**config.mk**
```make
export PLATFORM = sky130hd
export DESIGN_NAME = pmr_regbank
export DESIGN_NICKNAME = d
export VERILOG_FILES = /design/src/design/pmr_pkg.sv /design/src/design/pmr_latch_bit.sv /design/src/design/pmr_cor_count.sv /design/src/design/pmr_regbank.sv
export SDC_FILE = /design/constraint.sdc
export NUM_CORES = 1
export LEC_CHECK = 0
export BUFFER_PORTS_ARGS = -buffer_cell sky130_fd_sc_hd__buf_4
export CORE_ASPECT_RATIO = 0.7
export CORE_UTILIZATION = 49
export DETAILED_ROUTE_END_ITERATION = 7
export PLACE_DENSITY_LB_ADDON = 0.05
export SLEW_MARGIN = 20
export SYNTH_ARGS = -nofsm -noshare
export SYNTH_HDL_FRONTEND = slang
export SYNTH_SLANG_ARGS = --single-unit
```
**constraint.sdc**
```tcl
create_clock -name i_clk -period 3.9 [get_ports i_clk]
set_clock_uncertainty 0.1 [all_clocks]
set_input_delay 0.585 -clock i_clk [delete_from_list [all_inputs] [get_ports i_clk]]
set_output_delay 0.585 -clock i_clk [all_outputs]
set_load 0.005 [all_outputs]
```
**src/design/pmr_pkg.sv**
```systemverilog
// Constants, register layouts and carrier types of the management register bank.
package pmr_pkg;

   localparam int unsigned CLK_HZ = 50_000_000;
   localparam int unsigned CLK_PERIOD_NS = 1_000_000_000 / CLK_HZ;
   localparam int unsigned SRST_TIME_NS = 1000;
   localparam int unsigned SRST_CYCLES = (SRST_TIME_NS + CLK_PERIOD_NS - 1) / CLK_PERIOD_NS;
   localparam int unsigned SYNC_CYCLES = 2;
   localparam int unsigned TMR_W = 8;
   localparam logic [TMR_W-1:0] SRST_LAST = TMR_W'(SRST_CYCLES - 1);
   localparam logic [TMR_W-1:0] LOAD_LAST = TMR_W'(SYNC_CYCLES);
   localparam logic [TMR_W-1:0] TMR_ONE = 8'h01;

   localparam int unsigned CNT_W = 8;
   localparam logic [CNT_W-1:0] CNT_ONE = 8'h01;
   localparam logic [CNT_W-1:0] CNT_MAX = 8'hff;

   localparam logic [4:0] ADDR_BMC = 5'h00;
   localparam logic [4:0] ADDR_PCE = 5'h19;
   localparam logic [4:0] ADDR_TBS = 5'h1a;
   localparam logic [4:0] ADDR_TPB = 5'h1b;
   localparam logic [4:0] ADDR_RSA = 5'h1c;
   localparam logic [4:0] ADDR_EDC = 5'h1d;

   localparam logic FIXED_BIT = 1'b1;

   localparam int unsigned LATCH_N = 2;
   localparam int unsigned LAT_BIST = 0;
   localparam int unsigned LAT_POL = 1;
   localparam logic [LATCH_N-1:0] LATCH_ACTIVE = 2'h2;

   typedef logic [15:0] pmr_word_t;

   typedef struct packed {
      logic reset;
      logic loopback;
      logic [13:0] rsvd;
   } pmr_bmc_t;

   typedef struct packed {
      logic mdix_en;
      logic force_mdix;
      logic pause_rx;
      logic pause_tx;
      logic bist_fe;
      logic psr_15;
      logic bist_status;
      logic bist_start;
      logic bp_stretch;
      logic [1:0] led_cfg;
      logic [4:0] phy_addr;
   } pmr_pce_t;

   typedef struct packed {
      logic [3:0] rsvd_hi;
      logic [2:0] squelch;
      logic loop10_dis;
      logic lp_dis;
      logic force_link_10;
      logic fixed_one;
      logic polarity;
      logic [1:0] rsvd_lo;
      logic heartbeat_dis;
      logic jabber_dis;
   } pmr_tbs_t;

   typedef struct packed {
      logic [7:0] bist_err_cnt;
      logic [1:0] rsvd_hi;
      logic bist_cont;
      logic pat_en_10;
      logic rsvd_lo;
      logic pat_gap_10;
      logic [1:0] pat_sel;
   } pmr_tpb_t;

   typedef struct packed {
      logic ed_en;
      logic auto_up;
      logic auto_down;
      logic ed_man;
      logic burst_dis;
      logic pwr_state;
      logic err_met;
      logic data_met;
      logic [3:0] err_cnt;
      logic [3:0] data_cnt;
   } pmr_edc_t;

   typedef struct packed {
      pmr_pce_t pce;
      pmr_tbs_t tbs;
      pmr_tpb_t tpb;
      pmr_edc_t edc;
   } pmr_cfg_t;

   localparam pmr_cfg_t CFG_RST = '{
      pce: '0,
      tbs: '{rsvd_hi: 4'h0, squelch: 3'h4, fixed_one: FIXED_BIT, default: 1'b0},
      tpb: '0,
      edc: '{err_cnt: 4'h1, data_cnt: 4'h1, default: 1'b0}
   };

   typedef struct packed {
      logic [4:0] phy_addr;
      logic [1:0] led_cfg;
      logic mdix_en;
   } pmr_strap_t;

   typedef struct packed {
      logic pause_rx;
      logic pause_tx;
      logic bist_pass;
      logic bist_done;
      logic bist_err;
      logic polarity_rev;
      logic ed_pwr_state;
      logic ed_err_met;
      logic ed_data_met;
   } pmr_stat_t;

   typedef struct packed {
      logic rd;
      logic wr;
      logic [4:0] addr;
      pmr_word_t wdata;
   } pmr_req_t;

   typedef struct packed {
      logic dv;
      logic [3:0] d;
   } pmr_mii_t;

   typedef enum logic [1:0] {ST_LOAD, ST_RUN, ST_SRST} pmr_state_t;

   typedef enum logic [2:0] {SEL_NONE, SEL_BMC, SEL_PCE, SEL_TBS, SEL_TPB, SEL_EDC} pmr_sel_t;

endpackage

```
**src/design/pmr_latch_bit.sv**
```systemverilog
`timescale 1ns/10ps
// Status bit that latches its active level until a management read.
module pmr_latch_bit #(
   parameter logic ACTIVE = 1'b1
) (
   input wire logic i_clk,
   input wire logic i_nrst,
   input wire logic i_ce,
   input wire logic i_clr,
   input wire logic i_live,
   input wire logic i_rd,
   output logic o_val
);

   logic held_r;
   logic held_nxt;

   always_comb begin
      held_nxt = held_r;
      if (i_clr) begin
         held_nxt = 1'b0;
      end else if (i_live == ACTIVE) begin
         held_nxt = 1'b1;
      end else if (i_rd) begin
         held_nxt = 1'b0;
      end
   end

   always_ff @(posedge i_clk) begin
      if (!i_nrst) begin
         held_r <= 1'b0;
      end else if (i_ce) begin
         held_r <= held_nxt;
      end
   end

   assign o_val = held_r ? ACTIVE : i_live;

endmodule

```
**src/design/pmr_cor_count.sv**
```systemverilog
`timescale 1ns/10ps
// Saturating event counter that clears when it is read.
module pmr_cor_count (
   input wire logic i_clk,
   input wire logic i_nrst,
   input wire logic i_ce,
   input wire logic i_clr,
   input wire logic i_inc,
   input wire logic i_rd,
   output logic [pmr_pkg::CNT_W-1:0] o_cnt
);

   logic [pmr_pkg::CNT_W-1:0] cnt_r;
   logic [pmr_pkg::CNT_W-1:0] cnt_nxt;

   always_comb begin
      cnt_nxt = cnt_r;
      if (i_clr) begin
         cnt_nxt = '0;
      end else if (i_inc && i_rd) begin
         cnt_nxt = pmr_pkg::CNT_ONE;
      end else if (i_inc && cnt_r != pmr_pkg::CNT_MAX) begin
         cnt_nxt = cnt_r + pmr_pkg::CNT_ONE;
      end else if (i_rd) begin
         cnt_nxt = '0;
      end
   end

   always_ff @(posedge i_clk) begin
      if (!i_nrst) begin
         cnt_r <= '0;
      end else if (i_ce) begin
         cnt_r <= cnt_nxt;
      end
   end

   assign o_cnt = cnt_r;

endmodule

```
**src/design/pmr_regbank.sv**
```systemverilog
`timescale 1ns/10ps
// Management register bank with software reset, loopback and extended registers.
module pmr_regbank (
   input wire logic i_clk,
   input wire logic i_nrst,
   input wire logic i_ce,
   input wire pmr_pkg::pmr_req_t i_req,
   input wire pmr_pkg::pmr_strap_t i_strap,
   input wire pmr_pkg::pmr_stat_t i_stat,
   input wire pmr_pkg::pmr_mii_t i_mii_tx,
   input wire pmr_pkg::pmr_mii_t i_line_rx,
   output pmr_pkg::pmr_word_t o_rdata,
   output logic o_rvalid,
   output logic o_sw_reset,
   output logic o_loopback,
   output pmr_pkg::pmr_cfg_t o_cfg,
   output pmr_pkg::pmr_mii_t o_mii_rx,
   output pmr_pkg::pmr_mii_t o_line_tx
);

   function automatic pmr_pkg::pmr_sel_t decode(input logic [4:0] addr);
      pmr_pkg::pmr_sel_t sel;
      sel = pmr_pkg::SEL_NONE;
      if (addr == pmr_pkg::ADDR_BMC) begin
         sel = pmr_pkg::SEL_BMC;
      end else if (addr == pmr_pkg::ADDR_PCE) begin
         sel = pmr_pkg::SEL_PCE;
      end else if (addr == pmr_pkg::ADDR_TBS) begin
         sel = pmr_pkg::SEL_TBS;
      end else if (addr == pmr_pkg::ADDR_TPB) begin
         sel = pmr_pkg::SEL_TPB;
      end else if (addr == pmr_pkg::ADDR_EDC) begin
         sel = pmr_pkg::SEL_EDC;
      end
      return sel;
   endfunction

   // Strap pins pass two flip-flops before use.
   pmr_pkg::pmr_strap_t strap_m_r;
   pmr_pkg::pmr_strap_t strap_s_r;

   always_ff @(posedge i_clk) begin
      if (i_ce) begin
         strap_m_r <= i_strap;
         strap_s_r <= strap_m_r;
      end
   end

   pmr_pkg::pmr_state_t st_r;
   pmr_pkg::pmr_state_t st_nxt;
   logic [pmr_pkg::TMR_W-1:0] tmr_r;
   logic [pmr_pkg::TMR_W-1:0] tmr_nxt;
   logic busy_r;
   logic busy_nxt;
   logic loop_r;
   logic loop_nxt;
   pmr_pkg::pmr_cfg_t cfg_r;
   pmr_pkg::pmr_cfg_t cfg_nxt;

   pmr_pkg::pmr_sel_t wr_sel;
   pmr_pkg::pmr_sel_t rd_sel;
   logic bank_clr;
   logic wr_ok;
   pmr_pkg::pmr_bmc_t bmc_w;
   pmr_pkg::pmr_pce_t pce_w;
   pmr_pkg::pmr_tbs_t tbs_w;
   pmr_pkg::pmr_tpb_t tpb_w;
   pmr_pkg::pmr_edc_t edc_w;

   assign wr_sel = decode(i_req.addr);
   assign rd_sel = decode(i_req.addr);
   assign bank_clr = (st_r != pmr_pkg::ST_RUN);
   assign wr_ok = i_req.wr && (st_r == pmr_pkg::ST_RUN);

   always_comb begin
      bmc_w = i_req.wdata;
      pce_w = i_req.wdata;
      pce_w.pause_rx = 1'b0;
      pce_w.pause_tx = 1'b0;
      pce_w.bist_status = 1'b0;
      pce_w.phy_addr = cfg_r.pce.phy_addr;
      tbs_w = i_req.wdata;
      tbs_w.rsvd_hi = '0;
      tbs_w.rsvd_lo = '0;
      tbs_w.fixed_one = pmr_pkg::FIXED_BIT;
      tbs_w.polarity = 1'b0;
      tpb_w = i_req.wdata;
      tpb_w.bist_err_cnt = '0;
      tpb_w.rsvd_hi = '0;
      tpb_w.rsvd_lo = 1'b0;
      edc_w = i_req.wdata;
      edc_w.pwr_state = 1'b0;
      edc_w.err_met = 1'b0;
      edc_w.data_met = 1'b0;
   end

   always_comb begin
      st_nxt = st_r;
      tmr_nxt = tmr_r;
      loop_nxt = loop_r;
      cfg_nxt = cfg_r;
      case (st_r)
         pmr_pkg::ST_LOAD: begin
            cfg_nxt = pmr_pkg::CFG_RST;
            cfg_nxt.pce.phy_addr = strap_s_r.phy_addr;
            cfg_nxt.pce.led_cfg = strap_s_r.led_cfg;
            cfg_nxt.pce.mdix_en = strap_s_r.mdix_en;
            loop_nxt = 1'b0;
            tmr_nxt = tmr_r + pmr_pkg::TMR_ONE;
            if (tmr_r == pmr_pkg::LOAD_LAST) begin
               st_nxt = pmr_pkg::ST_RUN;
               tmr_nxt = '0;
            end
         end
         pmr_pkg::ST_SRST: begin
            tmr_nxt = tmr_r + pmr_pkg::TMR_ONE;
            if (tmr_r == pmr_pkg::SRST_LAST) begin
               st_nxt = pmr_pkg::ST_LOAD;
               tmr_nxt = '0;
            end
         end
         default: begin
            if (i_stat.bist_done) begin
               cfg_nxt.pce.bist_start = 1'b0;
            end
            if (wr_ok) begin
               if (wr_sel == pmr_pkg::SEL_BMC) begin
                  loop_nxt = bmc_w.loopback;
                  if (bmc_w.reset) begin
                     st_nxt = pmr_pkg::ST_SRST;
                     tmr_nxt = '0;
                     loop_nxt = 1'b0;
                  end
               end else if (wr_sel == pmr_pkg::SEL_PCE) begin
                  cfg_nxt.pce = pce_w;
                  if (i_stat.bist_done && !pce_w.bist_start) begin
                     cfg_nxt.pce.bist_start = 1'b0;
                  end
               end else if (wr_sel == pmr_pkg::SEL_TBS) begin
                  cfg_nxt.tbs = tbs_w;
               end else if (wr_sel == pmr_pkg::SEL_TPB) begin
                  cfg_nxt.tpb = tpb_w;
               end else if (wr_sel == pmr_pkg::SEL_EDC) begin
                  cfg_nxt.edc = edc_w;
               end
            end
         end
      endcase
      busy_nxt = (st_nxt != pmr_pkg::ST_RUN);
   end

   always_ff @(posedge i_clk) begin
      if (!i_nrst) begin
         st_r <= pmr_pkg::ST_LOAD;
         tmr_r <= '0;
         busy_r <= 1'b1;
         loop_r <= 1'b0;
         cfg_r <= pmr_pkg::CFG_RST;
      end else if (i_ce) begin
         st_r <= st_nxt;
         tmr_r <= tmr_nxt;
         busy_r <= busy_nxt;
         loop_r <= loop_nxt;
         cfg_r <= cfg_nxt;
      end
   end

   // Latched status bits and the clear-on-read error counter.
   logic [pmr_pkg::LATCH_N-1:0] lat_live;
   logic [pmr_pkg::LATCH_N-1:0] lat_rd;
   logic [pmr_pkg::LATCH_N-1:0] lat_val;
   logic rd_run;
   logic [pmr_pkg::CNT_W-1:0] err_cnt;

   assign rd_run = i_req.rd && (st_r == pmr_pkg::ST_RUN);
   assign lat_live[pmr_pkg::LAT_BIST] = i_stat.bist_pass;
   assign lat_live[pmr_pkg::LAT_POL] = i_stat.polarity_rev;
   assign lat_rd[pmr_pkg::LAT_BIST] = rd_run && (rd_sel == pmr_pkg::SEL_PCE);
   assign lat_rd[pmr_pkg::LAT_POL] = rd_run && (rd_sel == pmr_pkg::SEL_TBS);

   genvar gi;
   generate
      for (gi = 0; gi < pmr_pkg::LATCH_N; gi++) begin : g_lat
         pmr_latch_bit #(
            .ACTIVE(pmr_pkg::LATCH_ACTIVE[gi])
         ) u_lat (
            .i_clk(i_clk),
            .i_nrst(i_nrst),
            .i_ce(i_ce),
            .i_clr(bank_clr),
            .i_live(lat_live[gi]),
            .i_rd(lat_rd[gi]),
            .o_val(lat_val[gi])
         );
      end
   endgenerate

   pmr_cor_count u_err_cnt (
      .i_clk(i_clk),
      .i_nrst(i_nrst),
      .i_ce(i_ce),
      .i_clr(bank_clr),
      .i_inc(i_stat.bist_err),
      .i_rd(rd_run && (rd_sel == pmr_pkg::SEL_TPB)),
      .o_cnt(err_cnt)
   );

   // Read path returns the value seen before any clear-on-read side effect.
   pmr_pkg::pmr_word_t rdata_r;
   pmr_pkg::pmr_word_t rdata_nxt;
   logic rvalid_r;
   logic rvalid_nxt;
   pmr_pkg::pmr_bmc_t bmc_rd;
   pmr_pkg::pmr_pce_t pce_rd;
   pmr_pkg::pmr_tbs_t tbs_rd;
   pmr_pkg::pmr_tpb_t tpb_rd;
   pmr_pkg::pmr_edc_t edc_rd;

   always_comb begin
      bmc_rd = '0;
      bmc_rd.reset = busy_r;
      bmc_rd.loopback = loop_r;
      pce_rd = cfg_r.pce;
      pce_rd.pause_rx = i_stat.pause_rx;
      pce_rd.pause_tx = i_stat.pause_tx;
      pce_rd.bist_status = lat_val[pmr_pkg::LAT_BIST];
      tbs_rd = cfg_r.tbs;
      tbs_rd.fixed_one = pmr_pkg::FIXED_BIT;
      tbs_rd.polarity = lat_val[pmr_pkg::LAT_POL];
      tpb_rd = cfg_r.tpb;
      tpb_rd.bist_err_cnt = err_cnt;
      edc_rd = cfg_r.edc;
      edc_rd.pwr_state = i_stat.ed_pwr_state;
      edc_rd.err_met = i_stat.ed_err_met;
      edc_rd.data_met = i_stat.ed_data_met;
      rvalid_nxt = i_req.rd;
      rdata_nxt = rdata_r;
      if (i_req.rd) begin
         if (rd_sel == pmr_pkg::SEL_BMC) begin
            rdata_nxt = bmc_rd;
         end else if (busy_r) begin
            rdata_nxt = '0;
         end else if (rd_sel == pmr_pkg::SEL_PCE) begin
            rdata_nxt = pce_rd;
         end else if (rd_sel == pmr_pkg::SEL_TBS) begin
            rdata_nxt = tbs_rd;
         end else if (rd_sel == pmr_pkg::SEL_TPB) begin
            rdata_nxt = tpb_rd;
         end else if (rd_sel == pmr_pkg::SEL_EDC) begin
            rdata_nxt = edc_rd;
         end else begin
            rdata_nxt = '0;
         end
      end
   end

   always_ff @(posedge i_clk) begin
      if (!i_nrst) begin
         rdata_r <= '0;
         rvalid_r <= 1'b0;
      end else if (i_ce) begin
         rdata_r <= rdata_nxt;
         rvalid_r <= rvalid_nxt;
      end
   end

   // Media-independent data path with loopback steering.
   pmr_pkg::pmr_mii_t rx_r;
   pmr_pkg::pmr_mii_t rx_nxt;
   pmr_pkg::pmr_mii_t tx_r;
   pmr_pkg::pmr_mii_t tx_nxt;

   always_comb begin
      if (loop_r) begin
         rx_nxt = i_mii_tx;
         tx_nxt = '0;
      end else begin
         rx_nxt = i_line_rx;
         tx_nxt = i_mii_tx;
      end
   end

   always_ff @(posedge i_clk) begin
      if (!i_nrst) begin
         rx_r <= '0;
         tx_r <= '0;
      end else if (i_ce) begin
         rx_r <= rx_nxt;
         tx_r <= tx_nxt;
      end
   end

   assign o_rdata = rdata_r;
   assign o_rvalid = rvalid_r;
   assign o_sw_reset = busy_r;
   assign o_loopback = loop_r;
   assign o_cfg = cfg_r;
   assign o_mii_rx = rx_r;
   assign o_line_tx = tx_r;

endmodule

```
==> flow_summary.json <==
{
  "outcome": "completed",
  "cp.arrival_ns": 2.85,
  "final_core_util_pct": 62.62,
  "num_vias": 4613,
  "drive_above_1_share_pct": 22.44,
  "slew_violations": 0,
  "die_w_um": 122.7,
  "first_iter_violations": 548,
  "start_kind": "primary input",
  "clock_sinks": 105,
  "ys_warn_count": 0,
  "most-common-layout-cells": "buf_4, dfxtp_1, nand2_1",
  "cts.repair.resized": 0,
  "netlist_area_um2": 4997,
  "core_um2": 9797,
  "leakagePower_nw": 2.496,
  "cts_buffer_depth": 2,
  "async_flop_share_pct": 0,
  "final_common_cell": "buf_4",
  "dpl-instance-area_um2": 5847,
  "fmax_mhz": 363.6,
  "slew_headroom_pct": 39.39,
  "die-area_um2": 10610,
  "postSynthCellCount": 556,
  "power_switching_mw": 0.5969,
  "drc": 0,
  "ys_ff_latch": 105,
  "holdWs_ns": 0.3048,
  "floorplan.rows": 30,
  "grt_pass1_vias": 4048,
  "io_buffers": 121,
  "die_y_um": 86.49,
  "dp_cells": 776,
  "crit_chain": "buf_4, nor4_1, and2_1, nor3_1, nor2_1, a22oi_1",
  "pin_count": 146,
  "critPathCaptureType": "flip-flop",
  "grt_max_degree": 67,
  "antenna_left": 0,
  "synth-edff-count": 16,
  "num-fill-cells": 859,
  "peakVddDrop_uv": 296.1,
  "cts_setup_buffers": 0,
  "r2r_cells": 4,
  "syn_to_final_growth_pct": 22.76,
  "clockPowerShare_pct": 38.7,
  "worst_ep_required_time_ns": 4.00,
  "hold_path_depth": 1,
  "dpl.hpwl_um": 10500,
  "cts_tree": "done",
  "cts-root-buf": "clkbuf_16",
  "combPwrFrac_pct": 10.7,
  "cts.clk_slew.worst_paths_ns": 0.07,
  "htreeDepth": 3,
  "fin_cells": 792,
  "routed_wl_um": 14390,
  "max_cap_violations": 0,
  "synth.avg_cell_area_um2": 8.988,
  "fin_area_um2": 6135,
  "sequentialPowerShare_pct": 50.7,
  "hold_viol": 0,
  "dr.pass1.iters": 6,
  "synth_cell_types": 65,
  "tightest_slew_ns": 0.9058,
  "wl_per_cell_um": 18.17,
  "hold_path_class": "primary input to flip-flop",
  "setup_violations": 0,
  "p_int_mw": 1.682,
  "slowest_delay_ns": 0.72,
  "p_per_area_nw_per_um2": 371.4,
  "insertion_delay_ns": 0.35,
  "tns_ns": 0,
  "ys.flop_type": "dfxtp_1",
  "swShare_pct": 26.20,
  "antenna_found_initial": 0,
  "diodes": 0,
  "vias_per_cell": 5.824,
  "min_period_ns": 2.750,
  "grt_pass1_wl_um": 21730,
  "cts_made_buffers": 9,
  "period_share_pct": 70.52,
  "critical_path_class": "primary input to flip-flop",
  "ctsHoldBuffers": 0,
  "gp_congestion": 0.8980,
  "grt_overflow": 0,
  "grt_use_total_pct": 27.31,
  "path_max_fanout": 22,
  "layout.nets": 716,
  "initial_core_util_pct": 51.01,
  "grt_setup_unrepaired": "false",
  "cp_slowest_cell": "nor2_1",
  "yosysSeqAreaShare_pct": 45.27
}
==> sequential cells by signal, summed over array words and instances (netlist names) <==
register	cells
o_rdata	16
o_mii_rx	5
st_r	2
o_cfg	40
tmr_r	8
o_line_tx	5
strap_m_r	8
u_err_cnt.o_cnt	8
o_loopback	1
g_lat.u_lat.held_r	2
o_sw_reset	1
o_rvalid	1
strap_s_r	8
==> cell type report <==
class	count	area [um2]	share of cell area (%)
clock buffer	9	225.2	3.671
clock inverter	7	62.56	1.020
inverter	17	63.81	1.040
multi-input combinational	403	2437	39.73
sequential	105	2262	36.88
tap	128	160.2	2.611
timing repair buffer	123	923.4	15.05
==> per-layer routing <==
| layer | track usage [%] | wire, um |
|---|---|---|
| met1 | 39.74 | 6550 |
| met4 | 8.537 | 226 |
| met3 | 7.237 | 1316 |
| met5 | 0 | 0 |
| met2 | 39.02 | 6299 |
==> critical path: cells and delay by family <==
| family | cells | cell delay (ns) |
|---|---|---|
| and+or+nand+nor | 4 | 1.87 |
| AOI/OAI and AO/OA | 1 | 0.20 |
| buffers and inverters | 1 | 0.19 |
==> synth_stat cells (3+ instances only) <==
cell      number  share of area [%]
and3b_1        3               0.53
inv_1         17                1.3
clkbuf_1      19                1.4
nand2_1       77                5.8
o21ai_0       35                3.5
xnor2_1        3               0.53
o21ai_1        5               0.50
nand4b_1       3               0.53
edfxtp_1      16                9.6
and2_1         7               0.88
o31ai_1        7                1.1
o211a_1        5                1.0
nor3_1         8               0.80
nor2_1        27                2.0
and3_1         5               0.63
a21boi_0      11                1.7
a211oi_1       3               0.45
a21oi_1       17                1.7
dfxtp_1       89                 36
nand3_1       26                2.6
buf_2          6               0.60
a22o_1        17                3.0
nor2b_1       13                1.6
buf_4         25                3.8
a32o_1         4               0.80
nand3b_1       3               0.45
nand2b_1       5               0.63
mux2i_1       16                3.2
nor4b_1        3               0.53
ha_1           4                1.0
nand4_1        5               0.63
a22oi_1       11                1.7
a21boi_1      10                1.5
o22ai_1       10                1.3
==> path summary, 6_finish.rpt <==
check                                   from           end  slack, ns
worst max-delay path               i_req[17]      o_cfg[4]       1.15
worst min-delay path              i_strap[4]  strap_m_r[4]       0.30
worst max register to register       st_r[0]      o_cfg[7]       1.30
worst min register to register  strap_m_r[2]  strap_s_r[2]       0.32
==> cell families (layout without fill, tap and decap cells) <==
kind of cell    Yosys count  after routing  share of synthesized area (%)
fa+ha+maj                 4              4                          1.002
mux                      17             17                          3.430
flops                   105            105                          45.27
compound gates          153            153                          21.03
buf+inv                  71            156                          7.686
other cells               1             24                        0.07504
xor+xnor                  3              3                         0.5259
simple gates            202            202                          20.98
==> power groups by stage <==
stage | Sequential, mW | Clock (mW) | Combinational (mW)
finish | 1.15 | 0.881 | 0.243
global route | 1.16 | 0.948 | 0.263
CTS | 1.15 | 0.891 | 0.240
detailed placement | 1.18 | 0 | 0.239
global placement | 1.18 | 0 | 0.233
floorplan | 1.17 | 0 | 0.146
==> through the flow <==
stage / total power [mW] / worst slack, ns
finish: 2.278 / 1.150
global route: 2.369 / 1.126
CTS: 2.285 / 1.288
detailed placement: 1.417 / 0.9224
global placement: 1.410 / 1.009
floorplan: 1.318 / 1.688
No activity file was read; power rests on OpenSTA's default activity.
